[src/common/gpp_pkg.sv]
package gpp_pkg;
   // Pin count of the largest variant
   localparam int PIN_CNT = 12;
   // Bit width of the register byte address
   localparam int REG_AW = 8;
   // Register byte offsets
   localparam logic [7:0] OFF_PLAIN_EN = 8'h00;
   localparam logic [7:0] OFF_PLAIN_DIR = 8'h04;
   localparam logic [7:0] OFF_OUT_INIT = 8'h08;
   localparam logic [7:0] OFF_OUT_DATA = 8'h0C;
   localparam logic [7:0] OFF_HARD_SEL = 8'h10;
   localparam logic [7:0] OFF_HARD_DIR = 8'h14;
   localparam logic [7:0] OFF_PIN_IN = 8'h18;
   localparam logic [7:0] OFF_NIB_IN = 8'h1C;
   localparam logic [7:0] OFF_CTRL = 8'h20;
   localparam logic [7:0] OFF_RT_DIR = 8'h24;
   localparam logic [7:0] OFF_PIRQ0 = 8'h28;
   localparam logic [7:0] OFF_PIRQ1 = 8'h2C;
   localparam logic [7:0] OFF_TC_CFG = 8'h30;
   localparam logic [7:0] OFF_IRQ_STAT = 8'h34;
   localparam logic [7:0] OFF_IRQ_MASK = 8'h38;
   // Control register fields
   localparam int CTRL_APP_RST_BIT = 0;
   localparam int CTRL_NIB_LSB = 4;
   // Pin interrupt config fields: pin [3:0], trigger [6:4], enable [7]
   localparam int PIRQ_PIN_LSB = 0;
   localparam int PIRQ_TRIG_LSB = 4;
   localparam int PIRQ_EN_BIT = 7;
   // Trigger codes
   localparam logic [2:0] TRIG_HIGH = 3'h0;
   localparam logic [2:0] TRIG_LOW = 3'h1;
   localparam logic [2:0] TRIG_RISE = 3'h2;
   localparam logic [2:0] TRIG_FALL = 3'h3;
   localparam logic [2:0] TRIG_ANY = 3'h4;
   // Timer/counter config fields: pin [3:0], mode [5:4]
   localparam int TC_PIN_LSB = 0;
   localparam int TC_MODE_LSB = 4;
   localparam logic [1:0] TC_OFF = 2'h0;
   localparam logic [1:0] TC_CAP_RISE = 2'h1;
   localparam logic [1:0] TC_CAP_FALL = 2'h2;
   localparam logic [1:0] TC_DONE = 2'h3;
   // Status bit positions
   localparam int STAT_PIRQ0 = 0;
   localparam int STAT_PIRQ1 = 1;
   localparam int STAT_TC = 2;
   localparam int STAT_W = 3;
   // Reset values
   localparam logic [7:0] RST_PIRQ = 8'h00;
   localparam logic [5:0] RST_TC = 6'h00;
   localparam logic [3:0] RST_NIB = 4'h0;
   // AXI responses
   localparam logic [1:0] RESP_OKAY = 2'h0;
   localparam logic [1:0] RESP_SLVERR = 2'h2;
endpackage

[src/design/gpp_port.sv]
// Added by the designer: the register offsets and the AXI4-Lite register port.
`timescale 1ns/1ps
// Contract
// - Up to twelve pins, top pin optional
// - Unassigned pin has its driver off
// - Configuration reapplied on device or application reset
// - Two pin interrupts, five trigger kinds
// - Interrupt detection independent of pin function
// - Timer interrupt condition follows timer mode
// - Special function excludes plain use of pin
// - Nibble read of four pins, bits still readable
// - Latest plain direction config sets run direction
// - Plain config never changes special function direction
// - Special function direction wins, any order
// - Plain direction changeable by software at run time
// - Output pin reads back actual pin level
// - Plain output starts at configured value, default 0
// - Plain inputs synchronised to system clock
module gpp_port
   import gpp_pkg::*;
#(
   parameter int NUM_PINS = PIN_CNT,
   parameter bit HAS_TOP_PIN = 1'b1
) (
   input wire logic aclk,
   input wire logic aresetn,
   input wire logic [REG_AW-1:0] awaddr,
   input wire logic awvalid,
   output logic awready,
   input wire logic [31:0] wdata,
   input wire logic [3:0] wstrb,
   input wire logic wvalid,
   output logic wready,
   output logic [1:0] bresp,
   output logic bvalid,
   input wire logic bready,
   input wire logic [REG_AW-1:0] araddr,
   input wire logic arvalid,
   output logic arready,
   output logic [31:0] rdata,
   output logic [1:0] rresp,
   output logic rvalid,
   input wire logic rready,
   input wire logic [NUM_PINS-1:0] pin_i,
   output logic [NUM_PINS-1:0] pin_o,
   output logic [NUM_PINS-1:0] pin_oe,
   input wire logic [NUM_PINS-1:0] spec_o,
   output logic [NUM_PINS-1:0] spec_i,
   input wire logic tc_done_i,
   output logic [1:0] pin_irq,
   output logic irq
);
   // Pins that exist on this variant
   logic [NUM_PINS-1:0] exist;
   // Configuration registers
   logic [NUM_PINS-1:0] plain_en_ff; // Pins used by plain modes
   logic [NUM_PINS-1:0] plain_dir_ff; // Configured plain direction, 1 drives
   logic [NUM_PINS-1:0] out_init_ff; // Value driven after a reset
   logic [NUM_PINS-1:0] hard_sel_ff; // Pins owned by a fixed-direction function
   logic [NUM_PINS-1:0] hard_dir_ff; // Direction of those functions
   // Run-time state
   logic [NUM_PINS-1:0] out_ff; // Plain output value
   logic [NUM_PINS-1:0] dir_rt_ff; // Run-time plain direction
   logic [3:0] nib_base_ff; // Lowest pin of the nibble read
   logic [7:0] pirq_ff [2]; // Pin interrupt configs
   logic [5:0] tc_cfg_ff; // Timer/counter interrupt config
   logic [STAT_W-1:0] stat_ff; // Sticky events
   logic [STAT_W-1:0] mask_ff; // Interrupt enables
   // Bus state
   logic aw_got_ff;
   logic w_got_ff;
   logic [REG_AW-1:0] waddr_ff;
   logic [31:0] wd_ff;
   logic [3:0] ws_ff;
   logic bvalid_ff;
   logic [1:0] bresp_ff;
   logic rvalid_ff;
   logic [31:0] rdata_ff;
   logic [1:0] rresp_ff;
   // Decoded strobes
   logic wr_fire;
   logic [31:0] wm;
   logic app_rst;
   logic wr_hit;
   logic [NUM_PINS-1:0] in_sync;
   logic [NUM_PINS-1:0] plain_own;
   logic [2:0] hit;
   logic [3:0] src_idx [3];
   logic [2:0] trig_code [3];
   logic [2:0] lvl_sel;
   logic [1:0] tc_mode;
   logic tc_hit;
   logic [STAT_W-1:0] ev;
   logic [STAT_W-1:0] clr;
   logic [31:0] nxt_rdata;
   logic nxt_rerr;
   logic [3:0] nib;

   assign exist = HAS_TOP_PIN ? {NUM_PINS{1'b1}} : {1'b0, {(NUM_PINS-1){1'b1}}};

   // Plain pins are sampled through the synchroniser only
   gpp_sync #(.W(NUM_PINS)) u_sync (
      .aclk(aclk),
      .aresetn(aresetn),
      .raw(pin_i),
      .clean(in_sync)
   );

   assign spec_i = in_sync;

   // Write channel acceptance: address and data in either order
   assign awready = !aw_got_ff;
   assign wready = !w_got_ff;
   assign wr_fire = aw_got_ff && w_got_ff && !bvalid_ff;
   assign wm = {{8{ws_ff[3]}}, {8{ws_ff[2]}}, {8{ws_ff[1]}}, {8{ws_ff[0]}}};

   always_ff @(posedge aclk) begin
      if (!aresetn) begin
         aw_got_ff <= 1'b0;
         waddr_ff <= '0;
      end else if (awvalid && awready) begin
         aw_got_ff <= 1'b1;
         waddr_ff <= awaddr;
      end else if (wr_fire) begin
         aw_got_ff <= 1'b0;
      end
   end

   always_ff @(posedge aclk) begin
      if (!aresetn) begin
         w_got_ff <= 1'b0;
         wd_ff <= '0;
         ws_ff <= '0;
      end else if (wvalid && wready) begin
         w_got_ff <= 1'b1;
         wd_ff <= wdata;
         ws_ff <= wstrb;
      end else if (wr_fire) begin
         w_got_ff <= 1'b0;
      end
   end

   // Known offsets answer OKAY; anything else is refused with SLVERR
   always_comb begin
      case ({waddr_ff[REG_AW-1:2], 2'b00})
         OFF_PLAIN_EN, OFF_PLAIN_DIR, OFF_OUT_INIT, OFF_OUT_DATA, OFF_HARD_SEL,
         OFF_HARD_DIR, OFF_PIN_IN, OFF_NIB_IN, OFF_CTRL, OFF_RT_DIR, OFF_PIRQ0,
         OFF_PIRQ1, OFF_TC_CFG, OFF_IRQ_STAT, OFF_IRQ_MASK: wr_hit = 1'b1;
         default: wr_hit = 1'b0;
      endcase
   end

   // Write response held until taken
   always_ff @(posedge aclk) begin
      if (!aresetn) begin
         bvalid_ff <= 1'b0;
         bresp_ff <= RESP_OKAY;
      end else if (wr_fire) begin
         bvalid_ff <= 1'b1;
         bresp_ff <= wr_hit ? RESP_OKAY : RESP_SLVERR;
      end else if (bready) begin
         bvalid_ff <= 1'b0;
      end
   end

   assign bvalid = bvalid_ff;
   assign bresp = bresp_ff;

   function automatic logic [NUM_PINS-1:0] merge(input logic [NUM_PINS-1:0] old);
      merge = (old & ~wm[NUM_PINS-1:0]) | (wd_ff[NUM_PINS-1:0] & wm[NUM_PINS-1:0]);
   endfunction

   function automatic logic wr_to(input logic [7:0] off);
      wr_to = wr_fire && ({waddr_ff[REG_AW-1:2], 2'b00} == off);
   endfunction

   // Application reset is a self-clearing control bit
   assign app_rst = wr_to(OFF_CTRL) && ws_ff[0] && wd_ff[CTRL_APP_RST_BIT];

   // Configuration registers survive an application reset
   always_ff @(posedge aclk) begin
      if (!aresetn) begin
         plain_en_ff <= '0;
         plain_dir_ff <= '0;
         out_init_ff <= '0;
         hard_sel_ff <= '0;
         hard_dir_ff <= '0;
      end else begin
         if (wr_to(OFF_PLAIN_EN)) plain_en_ff <= merge(plain_en_ff) & exist;
         if (wr_to(OFF_PLAIN_DIR)) plain_dir_ff <= merge(plain_dir_ff);
         if (wr_to(OFF_OUT_INIT)) out_init_ff <= merge(out_init_ff);
         if (wr_to(OFF_HARD_SEL)) hard_sel_ff <= merge(hard_sel_ff) & exist;
         if (wr_to(OFF_HARD_DIR)) hard_dir_ff <= merge(hard_dir_ff);
      end
   end

   // Run-time direction: latest plain config or software change wins
   always_ff @(posedge aclk) begin
      if (!aresetn) begin
         dir_rt_ff <= '0;
      end else if (app_rst) begin
         dir_rt_ff <= plain_dir_ff;
      end else if (wr_to(OFF_PLAIN_DIR)) begin
         dir_rt_ff <= merge(plain_dir_ff);
      end else if (wr_to(OFF_RT_DIR)) begin
         dir_rt_ff <= merge(dir_rt_ff);
      end
   end

   // Plain output value, reloaded from its initial value on reset
   always_ff @(posedge aclk) begin
      if (!aresetn) begin
         out_ff <= '0;
      end else if (app_rst) begin
         out_ff <= out_init_ff;
      end else if (wr_to(OFF_OUT_DATA)) begin
         out_ff <= merge(out_ff);
      end
   end

   // Interrupt and nibble configuration
   always_ff @(posedge aclk) begin
      if (!aresetn) begin
         pirq_ff[0] <= RST_PIRQ;
         pirq_ff[1] <= RST_PIRQ;
         tc_cfg_ff <= RST_TC;
         nib_base_ff <= RST_NIB;
         mask_ff <= '0;
      end else begin
         if (wr_to(OFF_PIRQ0) && ws_ff[0]) pirq_ff[0] <= wd_ff[7:0];
         if (wr_to(OFF_PIRQ1) && ws_ff[0]) pirq_ff[1] <= wd_ff[7:0];
         if (wr_to(OFF_TC_CFG) && ws_ff[0]) tc_cfg_ff <= wd_ff[5:0];
         if (wr_to(OFF_CTRL) && ws_ff[0]) nib_base_ff <= wd_ff[CTRL_NIB_LSB +: 4];
         if (wr_to(OFF_IRQ_MASK) && ws_ff[0]) mask_ff <= wd_ff[STAT_W-1:0];
      end
   end

   // A special function takes the pin; plain modes only share with each other
   assign plain_own = plain_en_ff & ~hard_sel_ff & exist;

   // Driver: special function direction first, then plain, else high impedance
   assign pin_oe = (hard_sel_ff & hard_dir_ff & exist) | (plain_own & dir_rt_ff);
   assign pin_o = (hard_sel_ff & spec_o) | (plain_own & out_ff);

   // Detector sources: two pin interrupts and the timer/counter pin
   assign tc_mode = tc_cfg_ff[TC_MODE_LSB +: 2];
   always_comb begin
      src_idx[0] = pirq_ff[0][PIRQ_PIN_LSB +: 4];
      src_idx[1] = pirq_ff[1][PIRQ_PIN_LSB +: 4];
      src_idx[2] = tc_cfg_ff[TC_PIN_LSB +: 4];
      trig_code[0] = pirq_ff[0][PIRQ_TRIG_LSB +: 3];
      trig_code[1] = pirq_ff[1][PIRQ_TRIG_LSB +: 3];
      trig_code[2] = (tc_mode == TC_CAP_FALL) ? TRIG_FALL : TRIG_RISE;
   end

   // Detectors watch the synchronised level whatever drives the pin
   for (genvar k = 0; k < 3; k++) begin : g_det
      assign lvl_sel[k] = (32'(src_idx[k]) < NUM_PINS) ? in_sync[src_idx[k]] : 1'b0;
      gpp_trig u_trig (
         .aclk(aclk),
         .aresetn(aresetn),
         .lvl(lvl_sel[k]),
         .trig(trig_code[k]),
         .hit(hit[k])
      );
   end

   // Raw pin interrupt levels; level triggers stay high with the level
   assign pin_irq[0] = hit[0] && pirq_ff[0][PIRQ_EN_BIT];
   assign pin_irq[1] = hit[1] && pirq_ff[1][PIRQ_EN_BIT];

   // Timer/counter event: pin capture edge or the counter's own done pulse
   always_comb begin
      case (tc_mode)
         TC_CAP_RISE, TC_CAP_FALL: tc_hit = hit[2];
         TC_DONE: tc_hit = tc_done_i;
         default: tc_hit = 1'b0;
      endcase
   end

   // Sticky status; a new event beats a clear in the same cycle
   assign ev = {tc_hit, pin_irq[1], pin_irq[0]};
   assign clr = (wr_to(OFF_IRQ_STAT) && ws_ff[0]) ? wd_ff[STAT_W-1:0] : '0;

   always_ff @(posedge aclk) begin
      if (!aresetn) begin
         stat_ff <= '0;
      end else begin
         stat_ff <= (stat_ff & ~clr) | ev;
      end
   end

   assign irq = |(stat_ff & mask_ff);

   // Nibble of four adjacent synchronised pins; bits at or past NUM_PINS read zero, an absent top pin reads its input
   always_comb begin
      nib = '0;
      for (int b = 0; b < 4; b++) begin
         if (32'(nib_base_ff) + b < NUM_PINS) nib[b] = in_sync[32'(nib_base_ff) + b];
      end
   end

   // Read mux; the pin register shows the real pin level, outputs too
   always_comb begin
      nxt_rdata = '0;
      nxt_rerr = 1'b0;
      case ({araddr[REG_AW-1:2], 2'b00})
         OFF_PLAIN_EN: nxt_rdata = 32'(plain_en_ff);
         OFF_PLAIN_DIR: nxt_rdata = 32'(plain_dir_ff);
         OFF_OUT_INIT: nxt_rdata = 32'(out_init_ff);
         OFF_OUT_DATA: nxt_rdata = 32'(out_ff);
         OFF_HARD_SEL: nxt_rdata = 32'(hard_sel_ff);
         OFF_HARD_DIR: nxt_rdata = 32'(hard_dir_ff);
         OFF_PIN_IN: nxt_rdata = 32'(in_sync);
         OFF_NIB_IN: nxt_rdata = 32'(nib);
         OFF_CTRL: nxt_rdata = 32'({nib_base_ff, 4'h0});
         OFF_RT_DIR: nxt_rdata = 32'(dir_rt_ff);
         OFF_PIRQ0: nxt_rdata = 32'(pirq_ff[0]);
         OFF_PIRQ1: nxt_rdata = 32'(pirq_ff[1]);
         OFF_TC_CFG: nxt_rdata = 32'(tc_cfg_ff);
         OFF_IRQ_STAT: nxt_rdata = 32'(stat_ff);
         OFF_IRQ_MASK: nxt_rdata = 32'(mask_ff);
         default: nxt_rerr = 1'b1;
      endcase
   end

   // Read channel: one read in flight, data held until taken
   assign arready = !rvalid_ff;

   always_ff @(posedge aclk) begin
      if (!aresetn) begin
         rvalid_ff <= 1'b0;
         rdata_ff <= '0;
         rresp_ff <= RESP_OKAY;
      end else if (arvalid && arready) begin
         rvalid_ff <= 1'b1;
         rdata_ff <= nxt_rdata;
         rresp_ff <= nxt_rerr ? RESP_SLVERR : RESP_OKAY;
      end else if (rready) begin
         rvalid_ff <= 1'b0;
      end
   end

   assign rvalid = rvalid_ff;
   assign rdata = rdata_ff;
   assign rresp = rresp_ff;
endmodule

[src/design/gpp_sync.sv]
`timescale 1ns/1ps
module gpp_sync #(
   parameter int W = 12
) (
   input wire logic aclk,
   input wire logic aresetn,
   input wire logic [W-1:0] raw,
   output logic [W-1:0] clean
);
   // Three stage chain; only stage two reads stage one
   logic [W-1:0] s1_ff;
   logic [W-1:0] s2_ff;
   logic [W-1:0] s3_ff;
   logic [W-1:0] clean_ff;
   logic [W-1:0] agree;

   // Shift chain
   always_ff @(posedge aclk) begin
      if (!aresetn) begin
         s1_ff <= '0;
         s2_ff <= '0;
         s3_ff <= '0;
      end else begin
         s1_ff <= raw;
         s2_ff <= s1_ff;
         s3_ff <= s2_ff;
      end
   end

   // A bit moves only when stages two and three agree, which filters a glitch
   assign agree = ~(s2_ff ^ s3_ff);

   always_ff @(posedge aclk) begin
      if (!aresetn) begin
         clean_ff <= '0;
      end else begin
         clean_ff <= (agree & s2_ff) | (~agree & clean_ff);
      end
   end

   assign clean = clean_ff;
endmodule

[src/design/gpp_trig.sv]
`timescale 1ns/1ps
module gpp_trig
   import gpp_pkg::*;
(
   input wire logic aclk,
   input wire logic aresetn,
   input wire logic lvl,
   input wire logic [2:0] trig,
   output logic hit
);
   // Previous sample and a primed flag
   logic prev_ff;
   logic prime_ff;

   // Priming blocks a false edge in the first cycle after reset
   always_ff @(posedge aclk) begin
      if (!aresetn) begin
         prev_ff <= 1'b0;
         prime_ff <= 1'b0;
      end else begin
         prev_ff <= lvl;
         prime_ff <= 1'b1;
      end
   end

   // Level trigger follows the input; edge triggers last one cycle
   always_comb begin
      case (trig)
         TRIG_HIGH: hit = lvl;
         TRIG_LOW: hit = !lvl;
         TRIG_RISE: hit = prime_ff && lvl && !prev_ff;
         TRIG_FALL: hit = prime_ff && !lvl && prev_ff;
         TRIG_ANY: hit = prime_ff && (lvl != prev_ff);
         default: hit = 1'b0;
      endcase
   end
endmodule

[config.mk]
export PLATFORM = sky130hd
export DESIGN_NAME = gpp_port
export DESIGN_NICKNAME = d
export VERILOG_FILES = /design/src/common/gpp_pkg.sv /design/src/design/gpp_port.sv /design/src/design/gpp_sync.sv /design/src/design/gpp_trig.sv
export SDC_FILE = /design/constraint.sdc
export NUM_CORES = 1
export LEC_CHECK = 0
export BUFFER_PORTS_ARGS = -buffer_cell sky130_fd_sc_hd__buf_2
export CAP_MARGIN = 20
export CORE_AREA = 2 2 176 178
export CTS_CLUSTER_DIAMETER = 50
export DETAILED_ROUTE_END_ITERATION = 10
export DIE_AREA = 0 0 178 180
export PLACE_DENSITY_LB_ADDON = 0.15
export SLEW_MARGIN = 5
export SYNTH_ARGS = -nofsm -noshare
export SYNTH_HDL_FRONTEND = slang
export SYNTH_SLANG_ARGS = --single-unit
[constraint.sdc]
create_clock -name aclk -period 3.6 [get_ports aclk]
set_clock_uncertainty 0.15 [all_clocks]
set_input_delay 0.36 -clock aclk [delete_from_list [all_inputs] [get_ports aclk]]
set_output_delay 0.36 -clock aclk [all_outputs]
set_load 0.05 [all_outputs]
### Word level (Yosys, flattened, before mapping)

Memory sizes are Yosys's and may differ from the RTL's. A register that Yosys moved wholly into a read port is not among the register bits.
Index checks and enable logic that the tools add are counted.

| operators by class | value |
|---|---|
| $add $sub $neg | 3 |
| reduce and logical (&&, ||, !) cells | 67 |
| equal/unequal tests | 44 |
| bitwise operators | 36 |
| magnitude comparators | 14 |
| multiplexer cells | 55 |

Operators by type and width:

| cell | number |
|---|---|
| AND 12 bit | 15 |
| one-hot mux 12 bit (15 select lines) | 1 |
| bitwise OR 12 bit | 10 |
| < comparator 32 x 4 -> 1 bit, second input constant | 3 |
| equality test 6 x 4 -> 1 bit, second input constant | 14 |
| 2-to-1 mux 12 bit | 5 |
| inverter 12 bit | 4 |
| logical AND 1 bit | 42 |
| equality test 6 x 3 -> 1 bit, second input constant | 6 |
| 2-to-1 mux 1 bit | 31 |
| binary-select mux 1 bit (select 4 bit) | 7 |
| equality test 6 x 2 -> 1 bit, second input constant | 4 |
| < comparator 4 x 5 -> 1 bit, second input constant | 4 |
| < comparator 4 bit, second input constant | 4 |
| 2-to-1 mux 8 bit | 2 |
| < comparator 5 bit, second input constant | 3 |
| one-hot mux 1 bit (5 select lines) | 3 |
| OR reduction 15 bit | 1 |
| equality test 3 x 2 -> 1 bit, second input constant | 4 |
| equality test 6 x 1 -> 1 bit, second input constant | 2 |
| logical NOT 6 bit | 2 |
| 2-to-1 mux 6 bit | 2 |
| bitwise XOR 12 bit | 1 |
| adder 4 x 2 -> 5 bit, second input constant | 2 |
| other kinds (21) | 47 |

| storage, ports and cells | value |
|---|---|
| memories kept | 2 |
| ROM bits | 64 |
| output and inout bits | 80 |
| logic and storage cells | 250 |
| memory bits (writable) | 16 |
| register bits | 214 |

Memories:

| memory | words | bits a word | rd ports | clocked after Yosys merged registers in | wr ports | line | RTL |
|---|---|---|---|---|---|---|---|
| (name not given) | 64 | 1 | 1 | 1 | 0 | gpp_port.sv:145 | `case ({waddr_ff[REG_AW-1:2], 2'b00})` |
| pirq_ff | 2 | 8 | 2 | 0 | 2 | gpp_port.sv:65 | `logic [7:0] pirq_ff [2];` |

### Depth between registers and ports, before layout

An unclocked memory read counts as a cell.

| logic depth | value |
|---|---|
| depth after elaboration | 10 |
| gate-level depth with buffers | 10 |

### Modules after synthesis

A second synthesis with hierarchy kept.

| unflattened totals | value |
|---|---|
| cells, all modules | 1,154 |
| area, all modules | 10,274.9 µm² |

By module, submodules not included:

| module | cells an instance | area an instance (µm²) | sequential area each (µm²) | instances |
|---|---|---|---|---|
| gpp_port | 995 | 8,518.2 | 3,263.1 | 1 |
| gpp_sync | 126 | 1,411.4 | 960.9 | 1 |
| gpp_trig | 11 | 115.1 | 40.0 | 3 |

### Least setup slack after synthesis

Ideal clock, no wire load.

| path | value |
|---|---|
| path kind | register -> output |
| start point | register (tool-made name) |
| end point | output port pin_irq[0] |
| setup slack | 0.308 ns |
| required time | 3.090 ns |
| stages on the path, launching flop included | 6 |
| arrival | 2.782 ns |
| cell sequence | dfxtp_1 mux2_2 o22ai_1 or4_1 o221a_2 nor3_1 |

RTL lines:

| item | line | RTL |
|---|---|---|
| to (decl) | gpp_port.sv:50 | `output logic [1:0] pin_irq,` |

==> results.py <==
metrics = {
    "synthesis": {
        "ys.flop_type": "dfxtp_1",
        "synthSimpleGateAreaFrac_pct": 19.5,
        "ys_ff_latch": 207,
        "synth_top_family_by_area": "simple AND/OR/NAND/NOR gates",
        "avgSynthCellArea_um2": 9.07,
        "ys_async_sr_fraction_pct": 0,
        "synth-edff-count": 16,
        "yosysSeqAreaShare_pct": 42.5,
        "synth_area_mm2": 0.0101,
        "synth-xor-area-share_pct": 0.432,
        "synth_cells": 1117,
        "synthMuxAreaShare_pct": 13.5,
        "synth.area.top_cells": "dfxtp_1 38%, mux2i_1 8.3%, nand2_1 5.2%",
        "synthAdderAreaFrac_pct": 0.864,
        "synth-compound-area-share_pct": 17.8,
        "yosysTopAreaCellShare_pct": 37.7,
        "yosysUniqueCellTypes": 82,
        "yosys.area.top_type": "dfxtp_1",
        "yosysWarnings": 0,
    },
    "power_and_ir_drop": {
        "clkPwrFrac_pct": 52.4,
        "ir_worst_vdd_mv": 0.366,
        "power_switching_mw": 1.48,
        "pwr_density_cell_mw_per_mm2": 475,
        "leakagePower_nw": 5.20,
        "p_comb_share_pct": 6.7,
        "switching_share_pct": 24.9,
        "p_int_mw": 4.47,
        "pwr-share-seq_pct": 40.9,
    },
    "place": {
        "dp_hpwl_um": 23200,
        "routabilityCongestion": 0.832,
        "port_buffers": 115,
        "dpl.cell_count": 1592,
        "placed_area_mm2": 0.0111,
        "place_ws_ns": 0.679,
    },
    "critical_path": {
        "end_kind": "output pin",
        "worst_path_largest_cell_delay_ns": 0.54,
        "cp.required_ns": 3.09,
        "worstSetupStartpointType": "flop",
        "cp_slowest_cell": "mux4_2",
        "crit-reg2reg-launch": "nib_base_ff[1]",
        "crit_path_start": "pirq_ff[0][8]",
        "crit_path_max_fanout": 5,
        "worstRegToRegCells": 7,
        "cp.arrival_ns": 2.96,
        "path_cells": "mux4_2, nand2b_1, a32oi_1, mux2_2, a21oi_1, buf_2",
        "critical_path_class": "reg -> out",
    },
    "finish": {
        "multiInputGateArea_mm2": 0.00537,
        "layout.nets": 1357,
        "nFillCells": 3007,
        "area_delta_synth_final_pct": 23.7,
        "antennaDiodeCount": 0,
        "finalNonFillerCells": 1687,
        "layout-drive-gt1-share_pct": 20.3,
        "final_area_mm2": 0.0125,
        "seq_area_mm2": 0.00430,
    },
    "cts": {
        "cts_tree": "built",
        "clk_path_buf_depth": 3,
        "cts_post_setup_buffers_inserted": 0,
        "numCtsBuffers": 31,
        "worstSkewPairLatency_ns": 0.55,
        "cts_resized": 0,
        "htree_levels": 1,
        "clock_sinks": 207,
        "cts.clk_slew.worst_paths_ns": 0.06,
        "root_buffer": "clkbuf_16",
    },
    "status": {
        "run_status": "finished, final reports clean",
    },
    "sta": {
        "layout_min_cycle_time_ns": 3.47,
        "finalSetupTns_ns": 0,
        "finalCritPeriodShare_pct": 96.5,
        "relSlewSlack_pct": 36.3,
        "clock.fmax_mhz": 288,
        "setup_viol": 0,
        "setup_slack_ns": 0.127,
        "rsz0062_at_grt": "false",
        "finalHoldViolCount": 0,
        "worstMarginPinSlew_ns": 0.953,
        "slew_violations": 0,
    },
    "grt": {
        "grt_max_degree": 120,
        "antenna_found_initial": 2,
        "grt_pass1_vias": 8582,
        "grt-ovfl-total": 0,
        "grt_first_pass_wirelength_um": 51000,
        "grtUsageTotal_pct": 20.5,
    },
    "drt": {
        "drtAntennaViolNets": 0,
        "drtIter0Drc": 736,
        "drcViolationCount": 0,
        "first_pass_iters": 5,
        "via_per_inst": 5.24,
        "routed_wire_length_per_instance_um": 19.4,
        "num_vias": 8835,
        "routed_wl_um": 32800,
    },
    "floorplanning": {
        "fp-row-count": 64,
        "core_mm2": 0.0302,
        "die_y_um": 180,
        "initial_core_util_pct": 33.6,
        "dieArea_mm2": 0.0320,
        "die_w_um": 178,
        "io_pins": 164,
    },
    "min_path": {
        "min_path_cells": 5,
        "min-delay-start": "tc_done_i",
        "hold_path.class": "in -> reg",
    },
    "run": {
        "maxCapViolCount": 0,
    },
}
[kinds of logic after synthesis]
group / count (synthesis)
and+or+nand+nor: 394
AOI/OAI and AO/OA: 275
DFF: 207
muxes: 114
buffers and inverters: 114
adders and majority gates: 7
xor gates and xnor gates: 5
other: 1
[timing repair]
| item | in CTS | in global routing |
|---|---|---|
| hold buffers | 37 | 0 |
| hold endpoints to repair | 37 | 0 |
| endpoints found under the setup margin | 0 | 0 |
[critical path: cells and delay by family, from the launching register on]
family	cells	cell delay, ns
mux	2	0.93
flops	1	0.51
compound gates	2	0.48
buf+inv	1	0.31
simple gates	1	0.18
[worst paths after layout]
check,end,slack (ns)
worst max-delay path,pin_irq[1],0.13
worst min-delay path,stat_ff[2],0.1
worst max register to register,rdata[1],0.86
worst min register to register,u_sync.s2_ff[8],0.28
[through the flow]
step                      hold slack [ns]  total power [mW]  utilization (%)
final                              0.0973              5.95             41.5
after global placement              0.269              2.85             36.7
after global routing                0.146              6.15             41.5
after detailed placement            0.272              2.85             36.7
after floorplan                     0.238              2.73                -
after CTS                          0.0755              6.01             41.5
[cell type report]
type                    instances  share of cell area (%)
inverters                      29                   0.879
flip-flops and latches        207                    34.3
well taps                     396                    3.95
multi-input cells             817                    42.8
clock buffers                  36                    6.66
repair buffers                180                    9.32
clock inverters                22                    2.03
[cells in the final DEF, fill, tap and decap left out, types with 5 or more instances in the layout]
master / Yosys / layout
dfxtp_1: 191 / 191
nand2_1: 141 / 141
buf_2: 18 / 115
nor2_1: 95 / 95
a21oi_1: 93 / 93
mux2i_1: 84 / 84
o21ai_0: 64 / 64
and2_1: 48 / 48
dlygate4sd3_1: 0 / 37
nand3_1: 31 / 31
clkbuf_16: 0 / 31
inv_1: 28 / 27
buf_4: 22 / 27
o2bb2ai_1: 22 / 22
conb_1: 1 / 22
mux4_2: 17 / 17
edfxtp_1: 16 / 16
mux2_2: 13 / 13
a22oi_1: 11 / 11
a222oi_1: 9 / 9
clkinv_2: 0 / 9
a21o_1: 8 / 8
nand2b_1: 7 / 7
nor2b_1: 7 / 7
nand3b_1: 7 / 7
nor3_1: 7 / 7
nand4_1: 7 / 7
ha_1: 7 / 7
o211ai_1: 6 / 6
a32oi_1: 6 / 6
a22o_1: 6 / 6
o22ai_1: 5 / 5
and3_1: 5 / 5
a31oi_1: 5 / 5
xnor2_1: 5 / 5
[cells in the mapped netlist (6+ instances only)]
| cell | count |
|---|---|
| nand3_1 | 31 |
| nand2_1 | 141 |
| o21ai_0 | 64 |
| mux2_2 | 13 |
| edfxtp_1 | 16 |
| nor3_1 | 7 |
| a21o_1 | 8 |
| buf_2 | 18 |
| o2bb2ai_1 | 22 |
| mux4_2 | 17 |
| dfxtp_1 | 191 |
| nand2b_1 | 7 |
| o211ai_1 | 6 |
| inv_1 | 28 |
| a22o_1 | 6 |
| nor2_1 | 95 |
| a21oi_1 | 93 |
| a222oi_1 | 9 |
| a22oi_1 | 11 |
| and2_1 | 48 |
| buf_4 | 22 |
| ha_1 | 7 |
| mux2i_1 | 84 |
| clkbuf_1 | 38 |
| a32oi_1 | 6 |
| nand3b_1 | 7 |
| nand4_1 | 7 |
| nor2b_1 | 7 |
[power groups by stage]
stage	Combinational (mW)	Clock, mW	Sequential (mW)
final	0.398	3.12	2.43
after global routing	0.433	3.28	2.44
after CTS	0.398	3.18	2.43
after detailed placement	0.367	0	2.48
after global placement	0.365	0	2.48
after floorplan	0.278	0	2.45
[metal layers]
metal  track usage (%)  part of all wire (%)  up-vias
met5                 0                 0.040        -
met4              4.69                   2.1        2
met3              3.07                   4.9       54
met2              33.4                    47      225
met1              28.5                    46     4247
li1                  -                     -     4307
No activity file was read; power rests on OpenSTA's default activity.
